[config.mk]
export PLATFORM = sky130hd
export DESIGN_NAME = adcsd_command_decoder
export DESIGN_NICKNAME = d
export VERILOG_FILES = /design/src/rtl/adcsd_pkg.sv /design/src/rtl/adcsd_command_decoder.sv /design/src/rtl/adcsd_result_shifter.sv
export VERILOG_INCLUDE_DIRS = /design/src /design/src/rtl
export SDC_FILE = /design/constraint.sdc
export NUM_CORES = 1
export LEC_CHECK = 0
export ABC_AREA = 0
export BUFFER_PORTS_ARGS = -buffer_cell sky130_fd_sc_hd__clkbuf_2
export CORE_UTILIZATION = 35
export DETAILED_ROUTE_END_ITERATION = 6
export PLACE_DENSITY = 0.63
export SYNTH_ARGS = -nofsm -noshare
export SYNTH_HDL_FRONTEND = slang
export SYNTH_HIERARCHICAL = 1
export SYNTH_SLANG_ARGS = --single-unit
[constraint.sdc]
create_clock -name clk -period 4.1 [get_ports clk]
set_input_delay 0.41 -clock clk [delete_from_list [all_inputs] [get_ports clk]]
set_output_delay 0.41 -clock clk [all_outputs]
set_load 0.02 [all_outputs]
[src/rtl/adcsd_cfg.svh]
// constants for the adc serial command decoder: field positions, reset values, timing
// Function
// leading bits of a command byte pick conversion, setup, averaging or reset register
// conversion bits 6..3 give the binary channel number, inputs 0 to 15
// host names a differential pair by the number of its lower channel
// scan field 00 converts channels 0 up to and including channel n
// scan field 01 converts channel n up to the top channel
// scan field 10 repeats channel n, result count from averaging register scan count
// scan field 11 gives exactly one result from channel n
// range scans give one result per channel or pair, plus temperature if asked
// conversion lsb set asks one temperature result, placed first in the scan
// no conversion on a pin serving as convert start or negative reference
// top pair dropped when either of its pins is convert start or negative reference
// scan starts on conversion write in clock modes 1x, convert start pulse in 0x
// setup bits 5:4 clock mode, 3:2 reference mode, 1:0 pair register address
// pair address 10 sends next byte to unipolar, 11 to bipolar pair register
// host holds chip select low for 16 serial clocks on a setup with data
// pair address 00 or 01 leaves pair registers alone, next byte is a command
// a pair flagged both unipolar and bipolar is treated as unipolar
// unipolar results straight binary, bipolar differential results two's complement
// averaging enable bit 4 averages up to 32 samples per result in all scans except in clock mode 11
// clock mode 11 ignores averaging settings
// reset write with action 1 clears fifo only, with 0 restores power-up state
// power-up clears all registers to zero except clock mode which is 10
// internal scan time is sample time times averages times results plus extras
// pair register bit 7 flags inputs 0 and 1, down to bit 0 for 14 and 15
// results go out as two bytes msb first, four zeros first, empty fifo reads zero
// shared pin is convert start in clock modes 0x and analog input in 1x
// averaging and scan count fields are stored raw and handed to the sequencer
`ifndef ADCSD_CFG_SVH
`define ADCSD_CFG_SVH
// ------------------------------
// command byte fields
// ------------------------------
`define ADCSD_CHAN_HI      6
`define ADCSD_CHAN_LO      3
`define ADCSD_SCAN_HI      2
`define ADCSD_SCAN_LO      1
`define ADCSD_TEMP_BIT     0
`define ADCSD_CLK_HI       5
`define ADCSD_CLK_LO       4
`define ADCSD_REF_HI       3
`define ADCSD_REF_LO       2
`define ADCSD_PAIR_HI      1
`define ADCSD_PAIR_LO      0
`define ADCSD_AVG_EN_BIT   4
`define ADCSD_AVG_CNT_HI   3
`define ADCSD_AVG_CNT_LO   2
`define ADCSD_REP_HI       1
`define ADCSD_REP_LO       0
`define ADCSD_RESET_ACT    3
// ------------------------------
// reset values and channel map
// ------------------------------
`define ADCSD_CHAN_RST     4'h0
`define ADCSD_FIELD2_RST   2'h0
`define ADCSD_CLK_RST      2'h2
`define ADCSD_PAIR_RST     8'h00
`define ADCSD_TOP_CH       15
`define ADCSD_REFN_CH      14
// ------------------------------
// timing
// ------------------------------
`define ADCSD_CLK_MHZ      100
`define ADCSD_T_CNV_NS     3500
`define ADCSD_T_TS_NS      2000
`define ADCSD_T_RP_NS      20000
`define ADCSD_T_CNV_CYC    ((`ADCSD_T_CNV_NS * `ADCSD_CLK_MHZ + 999) / 1000)
`define ADCSD_T_TS_CYC     ((`ADCSD_T_TS_NS * `ADCSD_CLK_MHZ + 999) / 1000)
`define ADCSD_T_RP_CYC     ((`ADCSD_T_RP_NS * `ADCSD_CLK_MHZ + 999) / 1000)
`endif

[src/rtl/adcsd_pkg.sv]
// types shared by the adc serial command decoder
package adcsd_pkg;
   // ------------------------------
   // receiver state and field encodings
   // ------------------------------
   typedef enum logic {RX_COMMAND, RX_PAIR_DATA} adcsd_rx_state_t;
   typedef enum logic [1:0] {
      SCAN_UP_TO_N, SCAN_FROM_N, SCAN_REPEAT_N, SCAN_SINGLE_N
   } adcsd_scan_t;
   typedef enum logic [1:0] {
      CLK_PIN_INTERNAL, CLK_PIN_EXTERNAL, CLK_SERIAL_INTERNAL, CLK_SERIAL_EXTERNAL
   } adcsd_clk_mode_t;
   typedef enum logic [1:0] {
      REF_INT_SLEEP, REF_EXT_SINGLE, REF_INT_ON, REF_EXT_DIFF
   } adcsd_ref_mode_t;
endpackage

[src/rtl/adcsd_command_decoder.sv]
// serial command decoder: byte receiver, register file, scan set derivation
`include "adcsd_cfg.svh"
module adcsd_command_decoder
   import adcsd_pkg::*;
(
   input  wire logic        clk,
   input  wire logic        rst_n,
   input  wire logic        cs_n_pin,
   input  wire logic        sclk_pin,
   input  wire logic        din_pin,
   input  wire logic        convert_start_pin_n,
   input  wire logic        fifo_empty,
   input  wire logic [11:0] fifo_data,
   input  wire logic [5:0]  samples_per_result,
   input  wire logic [5:0]  repeat_results,
   output logic             dout_pin,
   output logic             fifo_pop,
   output logic             fifo_clear,
   output logic             scan_start,
   output logic [3:0]       channel_sel,
   output logic [1:0]       scan_mode,
   output logic             temp_request,
   output logic [1:0]       clock_mode,
   output logic [1:0]       reference_mode,
   output logic [1:0]       pair_reg_addr,
   output logic [7:0]       unipolar_pair_flag,
   output logic [7:0]       bipolar_pair_flag,
   output logic             averaging_enable,
   output logic [1:0]       average_count,
   output logic [1:0]       repeat_count,
   output logic             shared_pin_is_convert_start,
   output logic             averaging_active,
   output logic [15:0]      convert_mask,
   output logic [7:0]       pair_twos_complement,
   output logic [6:0]       result_count,
   output logic [23:0]      scan_time_cycles
);
   // ------------------------------
   // reset release and pin synchronisers
   // ------------------------------
   logic [1:0]      rst_sync;
   logic            rst_core_n;
   logic [3:0]      pin_meta;
   logic [3:0]      pin_sync;
   logic            cs_last;
   logic            sclk_last;
   logic            cnv_last;
   logic            sync_cs_n;
   logic            sync_sclk;
   logic            sync_din;
   logic            sync_cnv_n;
   logic            cs_active;
   logic            cs_fall;
   logic            cs_rise;
   logic            sclk_rise;
   logic            sclk_fall;
   logic            cnv_fall;

   // release is delayed two edges so no flop leaves reset on a ragged edge
   always_ff @(posedge clk or negedge rst_n) begin
      if (!rst_n) begin
         rst_sync <= 2'b00;
      end else begin
         rst_sync <= {rst_sync[0], 1'b1};
      end
   end
   assign rst_core_n = rst_sync[1];

   // two flops on every pin; the first stage feeds only the second
   always_ff @(posedge clk or negedge rst_core_n) begin
      if (!rst_core_n) begin
         pin_meta <= 4'h9;
         pin_sync <= 4'h9;
      end else begin
         pin_meta <= {cs_n_pin, sclk_pin, din_pin, convert_start_pin_n};
         pin_sync <= pin_meta;
      end
   end
   assign sync_cs_n  = pin_sync[3];
   assign sync_sclk  = pin_sync[2];
   assign sync_din   = pin_sync[1];
   assign sync_cnv_n = pin_sync[0];

   // previous synced levels for edge finding
   always_ff @(posedge clk or negedge rst_core_n) begin
      if (!rst_core_n) begin
         cs_last   <= 1'b1;
         sclk_last <= 1'b0;
         cnv_last  <= 1'b1;
      end else begin
         cs_last   <= sync_cs_n;
         sclk_last <= sync_sclk;
         cnv_last  <= sync_cnv_n;
      end
   end
   assign cs_active = ~sync_cs_n;
   assign cs_fall   = ~sync_cs_n & cs_last;
   assign cs_rise   = sync_cs_n & ~cs_last;
   assign sclk_rise = cs_active & sync_sclk & ~sclk_last;
   assign sclk_fall = ~sync_sclk & sclk_last;
   assign cnv_fall  = ~sync_cnv_n & cnv_last;

   // ------------------------------
   // byte receiver
   // ------------------------------
   logic [6:0]      rx_shift;
   logic [2:0]      rx_bit_cnt;
   logic            byte_done;
   logic [7:0]      rx_byte;
   adcsd_rx_state_t rx_state;

   // din is taken on serial clock rising edges, msb first
   always_ff @(posedge clk or negedge rst_core_n) begin
      if (!rst_core_n) begin
         rx_shift   <= 7'h00;
         rx_bit_cnt <= 3'h0;
      end else if (cs_fall | cs_rise) begin
         rx_bit_cnt <= 3'h0;
      end else if (sclk_rise) begin
         rx_shift   <= {rx_shift[5:0], sync_din};
         rx_bit_cnt <= rx_bit_cnt + 3'h1;
      end
   end
   assign byte_done = sclk_rise & (rx_bit_cnt == 3'h7);
   assign rx_byte   = {rx_shift, sync_din};

   // ------------------------------
   // command classification
   // ------------------------------
   logic wr_conv;
   logic wr_setup;
   logic wr_avg;
   logic wr_reset;
   logic wr_pair;
   logic soft_reset;
   logic in_cmd;

   assign in_cmd     = byte_done & (rx_state == RX_COMMAND);
   assign wr_conv    = in_cmd & rx_byte[7];
   assign wr_setup   = in_cmd & (rx_byte[7:6] == 2'b01);
   assign wr_avg     = in_cmd & (rx_byte[7:5] == 3'b001);
   assign wr_reset   = in_cmd & (rx_byte[7:4] == 4'b0001);
   assign wr_pair    = byte_done & (rx_state == RX_PAIR_DATA);
   assign soft_reset = wr_reset & ~rx_byte[`ADCSD_RESET_ACT];

   // a setup byte with address 1x makes the next byte pair data; deselect aborts it
   always_ff @(posedge clk or negedge rst_core_n) begin
      if (!rst_core_n) begin
         rx_state <= RX_COMMAND;
      end else if (cs_rise | soft_reset) begin
         rx_state <= RX_COMMAND;
      end else if (byte_done) begin
         unique case (rx_state)
            RX_COMMAND: begin
               if (wr_setup & rx_byte[`ADCSD_PAIR_HI]) begin
                  rx_state <= RX_PAIR_DATA;
               end
            end
            RX_PAIR_DATA: begin
               rx_state <= RX_COMMAND;
            end
         endcase
      end
   end

   // ------------------------------
   // register file
   // ------------------------------
   // conversion request fields
   always_ff @(posedge clk or negedge rst_core_n) begin
      if (!rst_core_n) begin
         channel_sel  <= `ADCSD_CHAN_RST;
         scan_mode    <= `ADCSD_FIELD2_RST;
         temp_request <= 1'b0;
      end else if (soft_reset) begin
         channel_sel  <= `ADCSD_CHAN_RST;
         scan_mode    <= `ADCSD_FIELD2_RST;
         temp_request <= 1'b0;
      end else if (wr_conv) begin
         channel_sel  <= rx_byte[`ADCSD_CHAN_HI:`ADCSD_CHAN_LO];
         scan_mode    <= rx_byte[`ADCSD_SCAN_HI:`ADCSD_SCAN_LO];
         temp_request <= rx_byte[`ADCSD_TEMP_BIT];
      end
   end

   // setup fields; clock mode wakes up in the serial internal mode
   always_ff @(posedge clk or negedge rst_core_n) begin
      if (!rst_core_n) begin
         clock_mode     <= `ADCSD_CLK_RST;
         reference_mode <= `ADCSD_FIELD2_RST;
         pair_reg_addr  <= `ADCSD_FIELD2_RST;
      end else if (soft_reset) begin
         clock_mode     <= `ADCSD_CLK_RST;
         reference_mode <= `ADCSD_FIELD2_RST;
         pair_reg_addr  <= `ADCSD_FIELD2_RST;
      end else if (wr_setup) begin
         clock_mode     <= rx_byte[`ADCSD_CLK_HI:`ADCSD_CLK_LO];
         reference_mode <= rx_byte[`ADCSD_REF_HI:`ADCSD_REF_LO];
         pair_reg_addr  <= rx_byte[`ADCSD_PAIR_HI:`ADCSD_PAIR_LO];
      end
   end

   // averaging fields are kept raw; the sequencer owns their meaning
   always_ff @(posedge clk or negedge rst_core_n) begin
      if (!rst_core_n) begin
         averaging_enable <= 1'b0;
         average_count    <= `ADCSD_FIELD2_RST;
         repeat_count     <= `ADCSD_FIELD2_RST;
      end else if (soft_reset) begin
         averaging_enable <= 1'b0;
         average_count    <= `ADCSD_FIELD2_RST;
         repeat_count     <= `ADCSD_FIELD2_RST;
      end else if (wr_avg) begin
         averaging_enable <= rx_byte[`ADCSD_AVG_EN_BIT];
         average_count    <= rx_byte[`ADCSD_AVG_CNT_HI:`ADCSD_AVG_CNT_LO];
         repeat_count     <= rx_byte[`ADCSD_REP_HI:`ADCSD_REP_LO];
      end
   end

   // pair data goes where the latched address points; 0x never gets here
   always_ff @(posedge clk or negedge rst_core_n) begin
      if (!rst_core_n) begin
         unipolar_pair_flag <= `ADCSD_PAIR_RST;
         bipolar_pair_flag  <= `ADCSD_PAIR_RST;
      end else if (soft_reset) begin
         unipolar_pair_flag <= `ADCSD_PAIR_RST;
         bipolar_pair_flag  <= `ADCSD_PAIR_RST;
      end else if (wr_pair) begin
         if (pair_reg_addr[`ADCSD_PAIR_LO]) begin
            bipolar_pair_flag <= rx_byte;
         end else begin
            unipolar_pair_flag <= rx_byte;
         end
      end
   end

   // ------------------------------
   // actions: fifo clear and scan start
   // ------------------------------
   logic scan_go;

   // a full reset also empties the fifo, so both reset flavours pulse it
   always_ff @(posedge clk or negedge rst_core_n) begin
      if (!rst_core_n) begin
         fifo_clear <= 1'b0;
      end else begin
         fifo_clear <= wr_reset;
      end
   end

   // start is held back one edge so the derived scan set is settled when it fires
   always_ff @(posedge clk or negedge rst_core_n) begin
      if (!rst_core_n) begin
         scan_go    <= 1'b0;
         scan_start <= 1'b0;
      end else begin
         scan_go    <= clock_mode[1] ? wr_conv : cnv_fall;
         scan_start <= scan_go;
      end
   end

   // ------------------------------
   // scan set derivation
   // ------------------------------
   logic        next_shared_cnv;
   logic        next_avg_active;
   logic [15:0] pin_excluded;
   logic [15:0] next_convert_mask;
   logic [7:0]  next_twos;
   logic [6:0]  next_result_count;
   logic [23:0] next_scan_time;

   // is channel c inside the range that the scan field asks for
   function automatic logic in_range(input logic [3:0] c, input logic [3:0] n,
                                     input logic [1:0] mode);
      unique case (adcsd_scan_t'(mode))
         SCAN_UP_TO_N:  in_range = (c <= n);
         SCAN_FROM_N:   in_range = (c >= n);
         SCAN_REPEAT_N: in_range = (c == n);
         SCAN_SINGLE_N: in_range = (c == n);
      endcase
   endfunction

   assign next_shared_cnv = ~clock_mode[1];
   assign next_avg_active = averaging_enable &
                            (adcsd_clk_mode_t'(clock_mode) != CLK_SERIAL_EXTERNAL);
   assign pin_excluded =
      ({16{next_shared_cnv}} & (16'h0001 << `ADCSD_TOP_CH)) |
      ({16{adcsd_ref_mode_t'(reference_mode) == REF_EXT_DIFF}} &
       (16'h0001 << `ADCSD_REFN_CH));

   // each pair owns two channels; a differential pair reports on its lower one
   genvar p;
   generate
      for (p = 0; p < 8; p++) begin : g_pair
         logic diff;
         logic lo_in;
         logic hi_in;
         assign diff  = unipolar_pair_flag[7 - p] | bipolar_pair_flag[7 - p];
         assign lo_in = in_range(4'(2 * p), channel_sel, scan_mode);
         assign hi_in = in_range(4'(2 * p + 1), channel_sel, scan_mode);
         assign next_convert_mask[2 * p] = diff ?
            (lo_in & ~pin_excluded[2 * p] & ~pin_excluded[2 * p + 1]) :
            (lo_in & ~pin_excluded[2 * p]);
         assign next_convert_mask[2 * p + 1] = ~diff & hi_in &
                                               ~pin_excluded[2 * p + 1];
         assign next_twos[p] = bipolar_pair_flag[7 - p] &
                               ~unipolar_pair_flag[7 - p];
      end
   endgenerate

   // result count and internally timed scan duration
   always_comb begin
      logic [6:0]  mask_cnt;
      logic [23:0] navg;
      mask_cnt = 7'h00;
      navg = next_avg_active ? 24'(samples_per_result) : 24'h000001;
      for (int i = 0; i < 16; i++) begin
         mask_cnt = mask_cnt + 7'(next_convert_mask[i]);
      end
      if (adcsd_scan_t'(scan_mode) == SCAN_REPEAT_N) begin
         next_result_count = (mask_cnt != 7'h00) ? 7'(repeat_results) : 7'h00;
      end else begin
         next_result_count = mask_cnt;
      end
      next_result_count = next_result_count + 7'(temp_request);
      next_scan_time = 24'(`ADCSD_T_CNV_CYC) * navg * 24'(next_result_count);
      if (temp_request) begin
         next_scan_time = next_scan_time + 24'(`ADCSD_T_TS_CYC);
      end
      if (adcsd_ref_mode_t'(reference_mode) == REF_INT_SLEEP) begin
         next_scan_time = next_scan_time + 24'(`ADCSD_T_RP_CYC);
      end
      if (clock_mode[0]) begin
         next_scan_time = 24'h000000; // externally timed modes have no fixed duration
      end
   end

   // all derived outputs are registered
   always_ff @(posedge clk or negedge rst_core_n) begin
      if (!rst_core_n) begin
         shared_pin_is_convert_start <= 1'b0;
         averaging_active            <= 1'b0;
         convert_mask                <= 16'h0000;
         pair_twos_complement        <= 8'h00;
         result_count                <= 7'h00;
         scan_time_cycles            <= 24'h000000;
      end else begin
         shared_pin_is_convert_start <= next_shared_cnv;
         averaging_active            <= next_avg_active;
         convert_mask                <= next_convert_mask;
         pair_twos_complement        <= next_twos;
         result_count                <= next_result_count;
         scan_time_cycles            <= next_scan_time;
      end
   end

   // ------------------------------
   // result output
   // ------------------------------
   adcsd_result_shifter u_shifter (
      .clk,
      .rst_core_n,
      .cs_fall,
      .cs_active,
      .sclk_fall,
      .fifo_empty,
      .fifo_data,
      .fifo_pop,
      .dout       (dout_pin)
   );
endmodule // adcsd_command_decoder

[src/rtl/adcsd_result_shifter.sv]
// shifts fifo results out msb first, one bit per serial clock falling edge
module adcsd_result_shifter
   import adcsd_pkg::*;
(
   input  wire logic        clk,
   input  wire logic        rst_core_n,
   input  wire logic        cs_fall,
   input  wire logic        cs_active,
   input  wire logic        sclk_fall,
   input  wire logic        fifo_empty,
   input  wire logic [11:0] fifo_data,
   output logic             fifo_pop,
   output logic             dout
);
   logic [15:0] out_shift;
   logic [3:0]  out_bit_cnt;
   logic        word_load;
   logic [15:0] next_word;

   // load at select and after the last bit of each word; empty fifo gives zeros
   assign word_load = cs_fall | (cs_active & sclk_fall & (out_bit_cnt == 4'hf));
   assign next_word = fifo_empty ? 16'h0000 : {4'h0, fifo_data};

   // ------------------------------
   // output shift register
   // ------------------------------
   always_ff @(posedge clk or negedge rst_core_n) begin
      if (!rst_core_n) begin
         out_shift   <= 16'h0000;
         out_bit_cnt <= 4'h0;
      end else if (word_load) begin
         out_shift   <= next_word;
         out_bit_cnt <= 4'h0;
      end else if (cs_active & sclk_fall) begin
         out_shift   <= {out_shift[14:0], 1'b0};
         out_bit_cnt <= out_bit_cnt + 4'h1;
      end
   end

   // pop one entry per word taken, so the fifo pointer tracks what left the pin
   always_ff @(posedge clk or negedge rst_core_n) begin
      if (!rst_core_n) begin
         fifo_pop <= 1'b0;
      end else begin
         fifo_pop <= word_load & ~fifo_empty;
      end
   end

   // the line idles low while deselected
   always_ff @(posedge clk or negedge rst_core_n) begin
      if (!rst_core_n) begin
         dout <= 1'b0;
      end else if (word_load) begin
         dout <= next_word[15];
      end else if (cs_active & sclk_fall) begin
         dout <= out_shift[14];
      end else if (!cs_active) begin
         dout <= 1'b0;
      end
   end
endmodule // adcsd_result_shifter

* Yosys cells after proc, flatten, opt, wreduce, memory -nomap -nowiden *
Cells that the tools add are included.

word-level totals
  bits in registers = 139
  input bits = 31
  output and inout bits = 95
  logic and storage cells = 312

operators by class
  $add $sub $neg = 20
  $mul = 2
  order comparisons = 32
  equal/unequal tests = 26
  muxes and demuxes = 69
  bitwise logic cells = 113
  reduce and logical (&&, ||, !) cells = 17

operators by type and width
  cell                                                                                 count
  7-bit by 1-bit adder with 7-bit output                                               10
  1-bit AND                                                                            59
  24-bit 2-to-1 mux                                                                    2
  8-bit 2-to-1 mux                                                                     6
  1-bit one-hot mux with 3 select lines                                                16
  1-bit NOT                                                                            42
  4-bit equality test (first input constant)                                           8
  4-bit greater-or-equal comparator (first input constant)                             8
  4-bit <= comparator (first input constant)                                           8
  15-bit 2-to-1 mux                                                                    2
  24-bit by 11-bit adder with 24-bit output (second input constant)                    1
  2-bit 2-to-1 mux                                                                     12
  22-bit by 8-bit adder with 23-bit output (second input constant)                     1
  23-bit 2-to-1 mux                                                                    1
  14-bit by 7-bit multiplier with 21-bit output                                        1
  1-bit 2-to-1 mux                                                                     19
  3-bit by 4-bit equality test with 1-bit output (first input constant)                4
  3-bit by 4-bit greater-or-equal comparator with 1-bit output (first input constant)  4
  3-bit by 4-bit <= comparator with 1-bit output (first input constant)                4
  4-bit 2-to-1 mux                                                                     4
  16-bit by 15-bit OR with 16-bit output                                               1
  2-bit nonzero test                                                                   8
  8-bit by 6-bit multiplier with 14-bit output (first input constant)                  1
  12-bit 2-to-1 mux                                                                    1
  other kinds (33)                                                                     56

* Depth between registers and ports, before layout *
Gate-level depths: netlist (run 1).

  word-level depth = 31
  gate-level depth with buffers = 49
  depth with buffers taken out = 45

* Cells and area by module *
The synthesis (run 1) kept the hierarchy.

modules (own cells, without submodules)
  module                 times used  cells an instance  area each (um2)
  adcsd_command_decoder  1           1112               10070.9
  adcsd_result_shifter   1           99                 1043.5

* Worst setup path before layout (run 1) *
Ideal clock, no wire load.

  path type = reg2reg
  start = register scan_mode[0]
  end = register scan_time_cycles[20]
  arrival time = 11.407 ns
  setup slack = -7.385 ns
  stages on the path, launching flop included = 47
  path buffers = 4
  clock period less this slack = 11.485 ns
  cells stage by stage = dfrtp_1 > clkbuf_1 > nor2b_1 > clkbuf_1 > a21oi_1 > a2111oi_0 > fa_1 > inv_1 > fa_1 > inv_1 > fa_1 > inv_1 > fa_1 > inv_1 > ha_1 > inv_1 > fa_1 > nor2b_1 > (+11 left out) > fa_1 > fa_1 > inv_1 > fa_1 > inv_1 > ha_1 > buf_4 > a21o_1 > a2bb2oi_1 > nand2_1 > nor3_2 > and4_4 > buf_6 > xor2_1 > a31oi_2 > or3_4 > or4_1 > a21oi_1

on the way
  elaborated cells between the ends (all ways) = 86
  classes of those cells = add/sub: 18; mul: 1; eq/ne: 3; mux: 29; bitwise: 32; reduce/logical: 3

RTL lines
  element                                                 line                          RTL
  from (decl)                                             adcsd_command_decoder.sv:21   output logic [1:0] scan_mode,
  from (signal assigned)                                  adcsd_command_decoder.sv:173  scan_mode <= `ADCSD_FIELD2_RST;
  from (signal assigned)                                  adcsd_command_decoder.sv:177  scan_mode <= `ADCSD_FIELD2_RST;
  from (signal assigned)                                  adcsd_command_decoder.sv:181  scan_mode <= rx_byte[`ADCSD_SCAN_HI:`ADCSD_SCAN_LO];
  2-bit equality test                                     adcsd_command_decoder.sv:276  unique case (adcsd_scan_t'(mode))
  2-bit OR reduction (no source line)                     --
  1-bit one-hot mux with 3 select lines *                 adcsd_command_decoder.sv:276
  1-bit AND * (2 in series)                               adcsd_command_decoder.sv:305  assign next_convert_mask[2 * p + 1] = ~diff & hi_in &
  via next_convert_mask[11]                               adcsd_command_decoder.sv:268  logic [15:0] next_convert_mask;
  7-bit by 1-bit adder with 7-bit output * (5 in series)  adcsd_command_decoder.sv:319  mask_cnt = mask_cnt + 7'(next_convert_mask[i]);
  7-bit nonzero test                                      adcsd_command_decoder.sv:322  next_result_count = (mask_cnt != 7'h00) ? 7'(repeat_results) : 7'h00;
  6-bit 2-to-1 mux                                        adcsd_command_decoder.sv:322
  (+2 left out)                                           --
  via next_result_count[5]                                adcsd_command_decoder.sv:270  logic [6:0] next_result_count;
  14-bit by 7-bit multiplier with 21-bit output *         adcsd_command_decoder.sv:327  next_scan_time = 24'(`ADCSD_T_CNV_CYC) * navg * 24'(next_result_count);
  22-bit by 8-bit adder with 23-bit output                adcsd_command_decoder.sv:329  next_scan_time = next_scan_time + 24'(`ADCSD_T_TS_CYC);
  23-bit 2-to-1 mux *                                     adcsd_command_decoder.sv:328  if (temp_request) begin
  24-bit by 11-bit adder with 24-bit output               adcsd_command_decoder.sv:332  next_scan_time = next_scan_time + 24'(`ADCSD_T_RP_CYC);
  24-bit 2-to-1 mux *                                     adcsd_command_decoder.sv:331  if (adcsd_ref_mode_t'(reference_mode) == REF_INT_SLEEP) begin
  24-bit 2-to-1 mux *                                     adcsd_command_decoder.sv:334  if (clock_mode[0]) begin
  via next_scan_time[20]                                  adcsd_command_decoder.sv:271  logic [23:0] next_scan_time;
  to (signal assigned)                                    adcsd_command_decoder.sv:354  scan_time_cycles <= next_scan_time;
  to (decl)                                               adcsd_command_decoder.sv:36   output logic [23:0] scan_time_cycles

The timed path passes the listed nets; every way through them passes the cells marked *.
A chain may end at the register's enable or synchronous reset.

* Worst setup path in the final report (run 1) *
  start = register scan_mode[0]
  end = register scan_time_cycles[20]

on the way
  elaborated cells between the ends (all ways) = 86
  classes of those cells = add/sub: 18; mul: 1; eq/ne: 3; mux: 29; bitwise: 32; reduce/logical: 3

RTL lines
  element                                          line                                                        RTL
  2-bit equality test                              adcsd_command_decoder.sv:276
  2-bit OR reduction (no source line)              --
  1-bit one-hot mux with 3 select lines *          adcsd_command_decoder.sv:276
  via g_pair[2].lo_in                              adcsd_command_decoder.sv:297                                logic lo_in;
  1-bit AND *                                      adcsd_command_decoder.sv:303, adcsd_command_decoder.sv:304
  1-bit AND                                        adcsd_command_decoder.sv:303                                (lo_in & ~pin_excluded[2 * p] & ~pin_excluded[2 * p + 1]) :
  1-bit 2-to-1 mux *                               adcsd_command_decoder.sv:302                                assign next_convert_mask[2 * p] = diff ?
  4-bit by 1-bit adder with 5-bit output *         adcsd_command_decoder.sv:319
  (+14 left out)                                   --
  7-bit by 1-bit adder with 7-bit output *         adcsd_command_decoder.sv:326                                next_result_count = next_result_count + 7'(temp_request);
  14-bit by 7-bit multiplier with 21-bit output *  adcsd_command_decoder.sv:327
  22-bit by 8-bit adder with 23-bit output         adcsd_command_decoder.sv:329
  23-bit 2-to-1 mux *                              adcsd_command_decoder.sv:328
  24-bit by 11-bit adder with 24-bit output        adcsd_command_decoder.sv:332
  24-bit 2-to-1 mux *                              adcsd_command_decoder.sv:331
  24-bit 2-to-1 mux *                              adcsd_command_decoder.sv:334
  via next_scan_time[20]                           adcsd_command_decoder.sv:271

Marks and branches as above.

==> results_dict.tcl, run 1 <==
set metrics [dict create \
    status "finished with violations" \
    failed_checks "negative setup slack" \
    crit_path_end_kind "register" \
    dp_hpwl_mm 22.9 \
    cts_buffers 17 \
    wl_mm 30.7 \
    place_inst 1952 \
    setup_violations 29 \
    max_slew_margin_pct 34.5 \
    cp_max_fo 9 \
    synthFlopType "dfrtp_1" \
    antenna_cells 0 \
    critPathSlowestCell "or4_4" \
    wire_per_inst_um 15.1 \
    drt-initial-drc-count 512 \
    drv_slew 0 \
    synthArstFlopShare_pct 100 \
    ys_types 89 \
    wl_met1_mm 14.4 \
    die-area_um2 32500 \
    path_delay_family "adder cells" \
    clock-sinks 138 \
    crit_cells 44 \
    start_kind "register" \
    via_per_inst 4.96 \
    clockRootBuffer "clkbuf_16" \
    grt_pass1_wl_mm 50.7 \
    grt_start_max_net_pins 116 \
    synth-edff-count 0 \
    tritoncts "done" \
    vias 10108 \
    stdcell_area_um2 16300 \
    p_leak_uw 0.00801 \
    antenna_found_initial 0 \
    synth_top_area_share_pct 29.5 \
    endpoint "scan_time_cycles[20]" \
    cap_violations 0 \
    initial_core_util_pct 36.0 \
    route.met3.wl_mm 1.19 \
    rsz0062_at_grt "true" \
    die_width_um 180 \
    startpoint "scan_mode[0]" \
    drive_above_1_share_pct 40.8 \
    worstHoldPathType "input pin to register" \
    drt_pass1_iterations 5 \
    tightest_slew_ns 0.980 \
    io_pins 126 \
    clk_latency_ns 0.44 \
    h-tree-depth 4 \
    place_ws_ns -6.78 \
    met2_length_mm 14.6 \
    syn_avg_cell_area_um2 9.18 \
    finClkSkew_ns 0.0121 \
    rows 64 \
    core_um2 30900 \
    post_dp_cell_area_um2 14400 \
    cp.required_ns 4.47 \
    syn_to_final_growth_pct 46.6 \
    port_buffers 124 \
    clkTransAtPathRegs_ns 0.07 \
    fmax_mhz 92.3 \
    cellPowerDensity_nw_per_um2 193 \
    clock_path_buffers 2 \
    gp_congestion 0.851 \
    arrival_ns 11.20 \
    ant_nets 0 \
    final_hold_viol_count 0 \
    reg2reg_depth 44 \
    yosysWarnings 6 \
    grt_pass1_vias 10438 \
    synth_top_area_cell "dfrtp_1" \
    routed.top_layer "met4" \
    die_h_um 180 \
    syn_inst 1211 \
    cpMostUsedCell "fa_1" \
    crit_type "register to register" \
    stdcell_count 2038 \
    synthTopCellsByArea "dfrtp_1 29%, fa_1 15%, ha_1 8.7%" \
    reg2reg_to "scan_time_cycles[20]" \
    setup_ws_ns -6.74 \
    gr-usage-all-layers_pct 19.2 \
    finalCriticalPeriod_ns 10.84 \
    drc_errors 0 \
    finalNetCount 1818 \
    overflow 0 \
    worstReg2RegStart "scan_mode[0]" \
    cpPeakStageDelay_ns 0.55 \
    vdd_ir_drop_max_mv 0.282 \
    yosysSeqAreaShare_pct 31.1 \
    ys_ff_latch 138 \
    fin_crit_sh_pct 264 \
    syn_area_um2 11100 \
    regToRegSetupSlack_ns -6.74 \
    worst-path-buf-inv 15 \
]
[report_power, final]
| group | switching, uW | internal, uW |
|---|---|---|
| Combinational | 62.2 | 63.6 |
| Sequential | 83.8 | 1410 |
| Clock | 663 | 855 |
| Total | 809 | 2330 |
[flip-flops by register name, indices dropped and copies added (netlist names), 3 cells and up]
register,cells
pin_sync,4
rx_shift,7
pair_twos_complement,8
channel_sel,4
bipolar_pair_flag,8
rx_bit_cnt,3
u_shifter/out_bit_cnt,4
scan_time_cycles,23
pin_meta,4
u_shifter/out_shift,15
convert_mask,16
result_count,7
unipolar_pair_flag,8
[logic make-up after synthesis]
kind of cell | Yosys count | share of synthesized area [%]
fa+ha+maj | 158 | 23.3
mux | 19 | 1.81
buf+inv | 190 | 6.88
flops | 138 | 31.1
xor+xnor | 45 | 3.61
other cells | 2 | 0.0676
simple gates | 450 | 20.5
compound gates | 209 | 12.8
[layout by cell type, fill, tap and decap left out, types with 7 or more instances in the layout]
cell       instances
a21oi_2           10
dfstp_2            7
o21ai_1           10
a21oi_1           54
clkbuf_16         17
nand2_1          131
ha_4              16
mux2i_1            8
nand4_1           10
nand2b_1          10
nor3b_1           16
a21o_1            10
xnor2_1           14
nand3_1           19
clkbuf_2         124
buf_6             28
buf_4            282
xor2_1            10
and2_1            30
a221o_1           12
nor3_1            14
xnor2_2            7
ha_1              59
and2_4             9
nor2b_1           30
fa_1              78
o21ai_0           27
nor2_1            98
mux2_2             7
inv_1            129
xnor2_4            8
inv_2             15
dfrtp_1          125
[layer usage]
metal	GRT usage [%]	up-vias
met1	25.4	4924
met4	6.02	0
met3	3.38	53
li1	-	4886
met5	0	-
met2	32.0	245
[stage by stage]
step / setup TNS [ns] / hold slack [ns] / util, % / power (uW)
after floorplan: -118.85 / 0.114 / - / 1580
after global placement: -128.18 / 0.196 / 46.5 / 1640
after detailed placement: -134.16 / 0.197 / 46.5 / 1650
after CTS: -129.37 / 0.0371 / 51.4 / 3170
after global routing: -143.45 / 0.0337 / 52.7 / 3250
final: -135.01 / 0.0522 / 52.7 / 3140
[worst reg2reg max path: cells and delay by family, from the launching register on]
family	cells	cell delay [ns]
buf+inv	15	1.41
xor+xnor	2	0.51
flops	1	0.43
compound gates	6	1.15
fa+ha+maj	11	4.97
simple gates	10	2.28
[area by class of cell]
| type | instances | area [um^2] |
|---|---|---|
| Clock buffer | 17 | 425 |
| Multi-Input combinational cell | 884 | 8020 |
| Tap cell | 396 | 495 |
| Sequential cell | 138 | 3470 |
| Timing Repair Buffer | 440 | 3160 |
| Clock inverter | 15 | 150 |
| Fill cell | 2739 | 14600 |
| Inverter | 148 | 568 |
[synth_stat cells (5+ instances only)]
master	instances
inv_1	146
nand2_1	139
dfrtp_1	131
nor2_1	106
fa_1	81
ha_1	77
a21oi_1	67
o21ai_0	41
and2_1	36
nor2b_1	31
clkbuf_1	29
xnor2_1	29
nand3_1	21
nor3_1	21
nor3b_1	18
xor2_1	15
a221o_1	12
a21o_1	11
nand2b_1	11
mux2i_1	10
nand4_1	10
and3_1	9
mux2_2	9
nor4_1	8
or3_1	8
dfstp_2	7
o22ai_1	7
a31oi_1	6
buf_6	5
o31ai_1	5
[how the worst min path moves through the flow]
stage | startpoint | end | slack, ns | cells after the start
after global routing | cs_n_pin | pin_meta[3] | 0.03 | 1
after CTS | cs_n_pin | pin_meta[3] | 0.04 | 1
final | cs_n_pin | pin_meta[3] | 0.05 | 1
after detailed placement | rst_n | rst_sync[0] | 0.20 | 1
after floorplan | rst_n | rst_sync[0] | 0.11 | 0
after global placement | rst_n | rst_sync[0] | 0.20 | 1
[timing repair]
| item | CTS | global route |
|---|---|---|
| buffers inserted | 38 | 19 |
| setup endpoints to repair | 29 | 29 |
| pin swaps | 53 | 76 |
| hold buffers | 1 | 0 |
| gates cloned | 0 | 0 |
| gates resized for setup | 109 | 71 |
| hold endpoints to repair | 2 | 0 |
Note: power is estimated with default switching activity, not from simulation.
==> run 2: changes to the inputs <==
--- a/config.mk
+++ b/config.mk
@@ -10,6 +10,7 @@
 export BUFFER_PORTS_ARGS = -buffer_cell sky130_fd_sc_hd__clkbuf_2
 export CORE_UTILIZATION = 35
 export DETAILED_ROUTE_END_ITERATION = 6
+export MAX_ROUTING_LAYER = met4
 export PLACE_DENSITY = 0.63
 export SYNTH_ARGS = -nofsm -noshare
 export SYNTH_HDL_FRONTEND = slang
==> results_dict.tcl, run 2 (same netlist as run 1, synthesis figures left out) <==
set metrics [dict create \
    io_pins 126 \
    status "finished with violations" \
    critPathSlowestCell "fa_1" \
    drv_slew 0 \
    place_inst 1951 \
    top_regs "scan_time_cycles (23), convert_mask (16), u_shifter/out_shift (15)" \
    die_h_um 180 \
    cpMostUsedCell "fa_1" \
    rsz0062_at_grt "true" \
    port_buffers 124 \
    stdcell_count 2048 \
    initial_core_util_pct 36.0 \
    drt_pass1_iterations 5 \
    rows 64 \
    p_leak_uw 0.00821 \
    vdd_ir_drop_max_mv 0.272 \
    ant_nets 0 \
    worstHoldPathType "input pin to register" \
    max_slew_margin_pct 36.1 \
    final_common_cell "buf_4" \
    cellPowerDensity_nw_per_um2 193 \
    seq_area_um2 3470 \
    clock-sinks 138 \
    regToRegSetupSlack_ns -6.49 \
    drive_above_1_share_pct 44.7 \
    final_cell_mix "282 x buf_4, 125 x inv_1, 124 x dfrtp_1, 124 x clkbuf_2, 120 x nand2_1" \
    largest_register_ff_count 23 \
    finalPower_uw 3230 \
    clockRootBuffer "clkbuf_16" \
    drt-initial-drc-count 583 \
    dp_hpwl_mm 23.3 \
    clkTransAtPathRegs_ns 0.06 \
    cap_violations 0 \
    multi_input_area_um2 8310 \
    setup_violations 29 \
    fmax_mhz 94.4 \
    reg2reg_depth 45 \
    worstReg2RegStart "channel_sel[1]" \
    clkPwrFrac_pct 49.7 \
    min_from "cs_n_pin" \
    switching_power_uw 814 \
    antenna_found_initial 0 \
    drc_errors 0 \
    cts_buffers 17 \
    internal-power_uw 2410 \
    cp.required_ns 4.45 \
    grt_pass1_vias 10511 \
    finalCriticalPeriod_ns 10.59 \
    grt_start_max_net_pins 99 \
    die-area_um2 32500 \
    tightest_slew_ns 0.956 \
    tritoncts "done" \
    whs_ns 0.0591 \
    clk_latency_ns 0.44 \
    core_um2 30900 \
    reg2reg_to "scan_time_cycles[22]" \
    clock_path_buffers 2 \
    antenna_cells 0 \
    arrival_ns 10.94 \
    gp_congestion 0.896 \
    wl_mm 31.6 \
    die_width_um 180 \
    wire_per_inst_um 15.5 \
    finalNetCount 1828 \
    via_per_inst 4.98 \
    vias 10200 \
    crit_path_end_kind "register" \
    cp_max_fo 8 \
    pwr-share-comb_pct 3.8 \
    final_hold_viol_count 0 \
    fillCellCount 2668 \
    h-tree-depth 4 \
    crit_type "register to register" \
    switching_share_pct 25.2 \
    setup_ws_ns -6.49 \
    failed_checks "negative setup slack" \
    grt_pass1_wl_mm 52.3 \
    syn_to_final_growth_pct 50.7 \
    cpPeakStageDelay_ns 0.54 \
    finClkSkew_ns 0.00865 \
    start_kind "register" \
    overflow 0 \
    setup_tns_ns -128.70 \
    largest-register "scan_time_cycles" \
    gr-usage-all-layers_pct 20.5 \
    whs_path_depth 1 \
    fin_crit_sh_pct 258 \
    p_seq_share_pct 46.5 \
    holdPathEnd "pin_meta[3]" \
]
## run 2: area by class of cell
type                    instances  share of cell area, %
flip-flops and latches        138                   20.7
repair buffers                450                   19.5
multi-input cells             884                   49.6
clock inverters                14                   1.05
clock buffers                  18                   2.62
well taps                     396                   2.96
inverters                     148                   3.50
## run 2: worst max-delay path by stage
stage,depth (start not counted),from,endpoint,slack [ns]
floorplan,44,scan_mode[0],scan_time_cycles[20],-6.43
global placement,44,scan_mode[0],scan_time_cycles[20],-6.56
detailed placement,46,scan_mode[0],scan_time_cycles[20],-6.73
CTS,45,scan_mode[1],scan_time_cycles[22],-6.38
global route,46,scan_mode[1],scan_time_cycles[22],-6.86
finish,45,channel_sel[1],scan_time_cycles[22],-6.49
## run 2: stage by stage
stage	util [%]	setup slack, ns	instance area (um^2)
final	54.2	-6.49	16700
after global routing	54.2	-6.86	16700
after CTS	52.6	-6.38	16300
after detailed placement	46.4	-6.73	14400
after global placement	46.4	-6.56	14400
after floorplan	-	-6.43	11500
## run 2: power by group through the flow
stage	registers [uW]	clock network (uW)	logic (uW)
floorplan	1480	0	99.9
global placement	1520	0	122
detailed placement	1520	0	124
CTS	1500	1650	125
global route	1510	1700	137
finish	1500	1610	122
## run 2: metal layers
layer / share of wire (%) / global-route usage, % / wire [um]
met3: 4.1 / 2.95 / 1290
met2: 48 / 33.0 / 15100
met1: 46 / 26.6 / 14600
met4: 2.2 / 6.15 / 684
met5: 0 / - / 0
## run 2: worst max-delay path: cells and delay by family (launching register included)
kind                       cells  cell delay, ns
xor gates and xnor gates       2            0.24
AOI/OAI and AO/OA              9            1.60
adders and majority gates     12            4.93
and+or+nand+nor               10            2.29
buffers and inverters         12            0.95
DFF                            1            0.49
## run 2: timing repair
action                                 CTS  global route
pin swaps                               82            41
setup endpoints to repair               29            29
gates resized for setup                193            71
buffers inserted                        53            23
endpoints found under the hold margin    2             0
hold buffers                             1             0
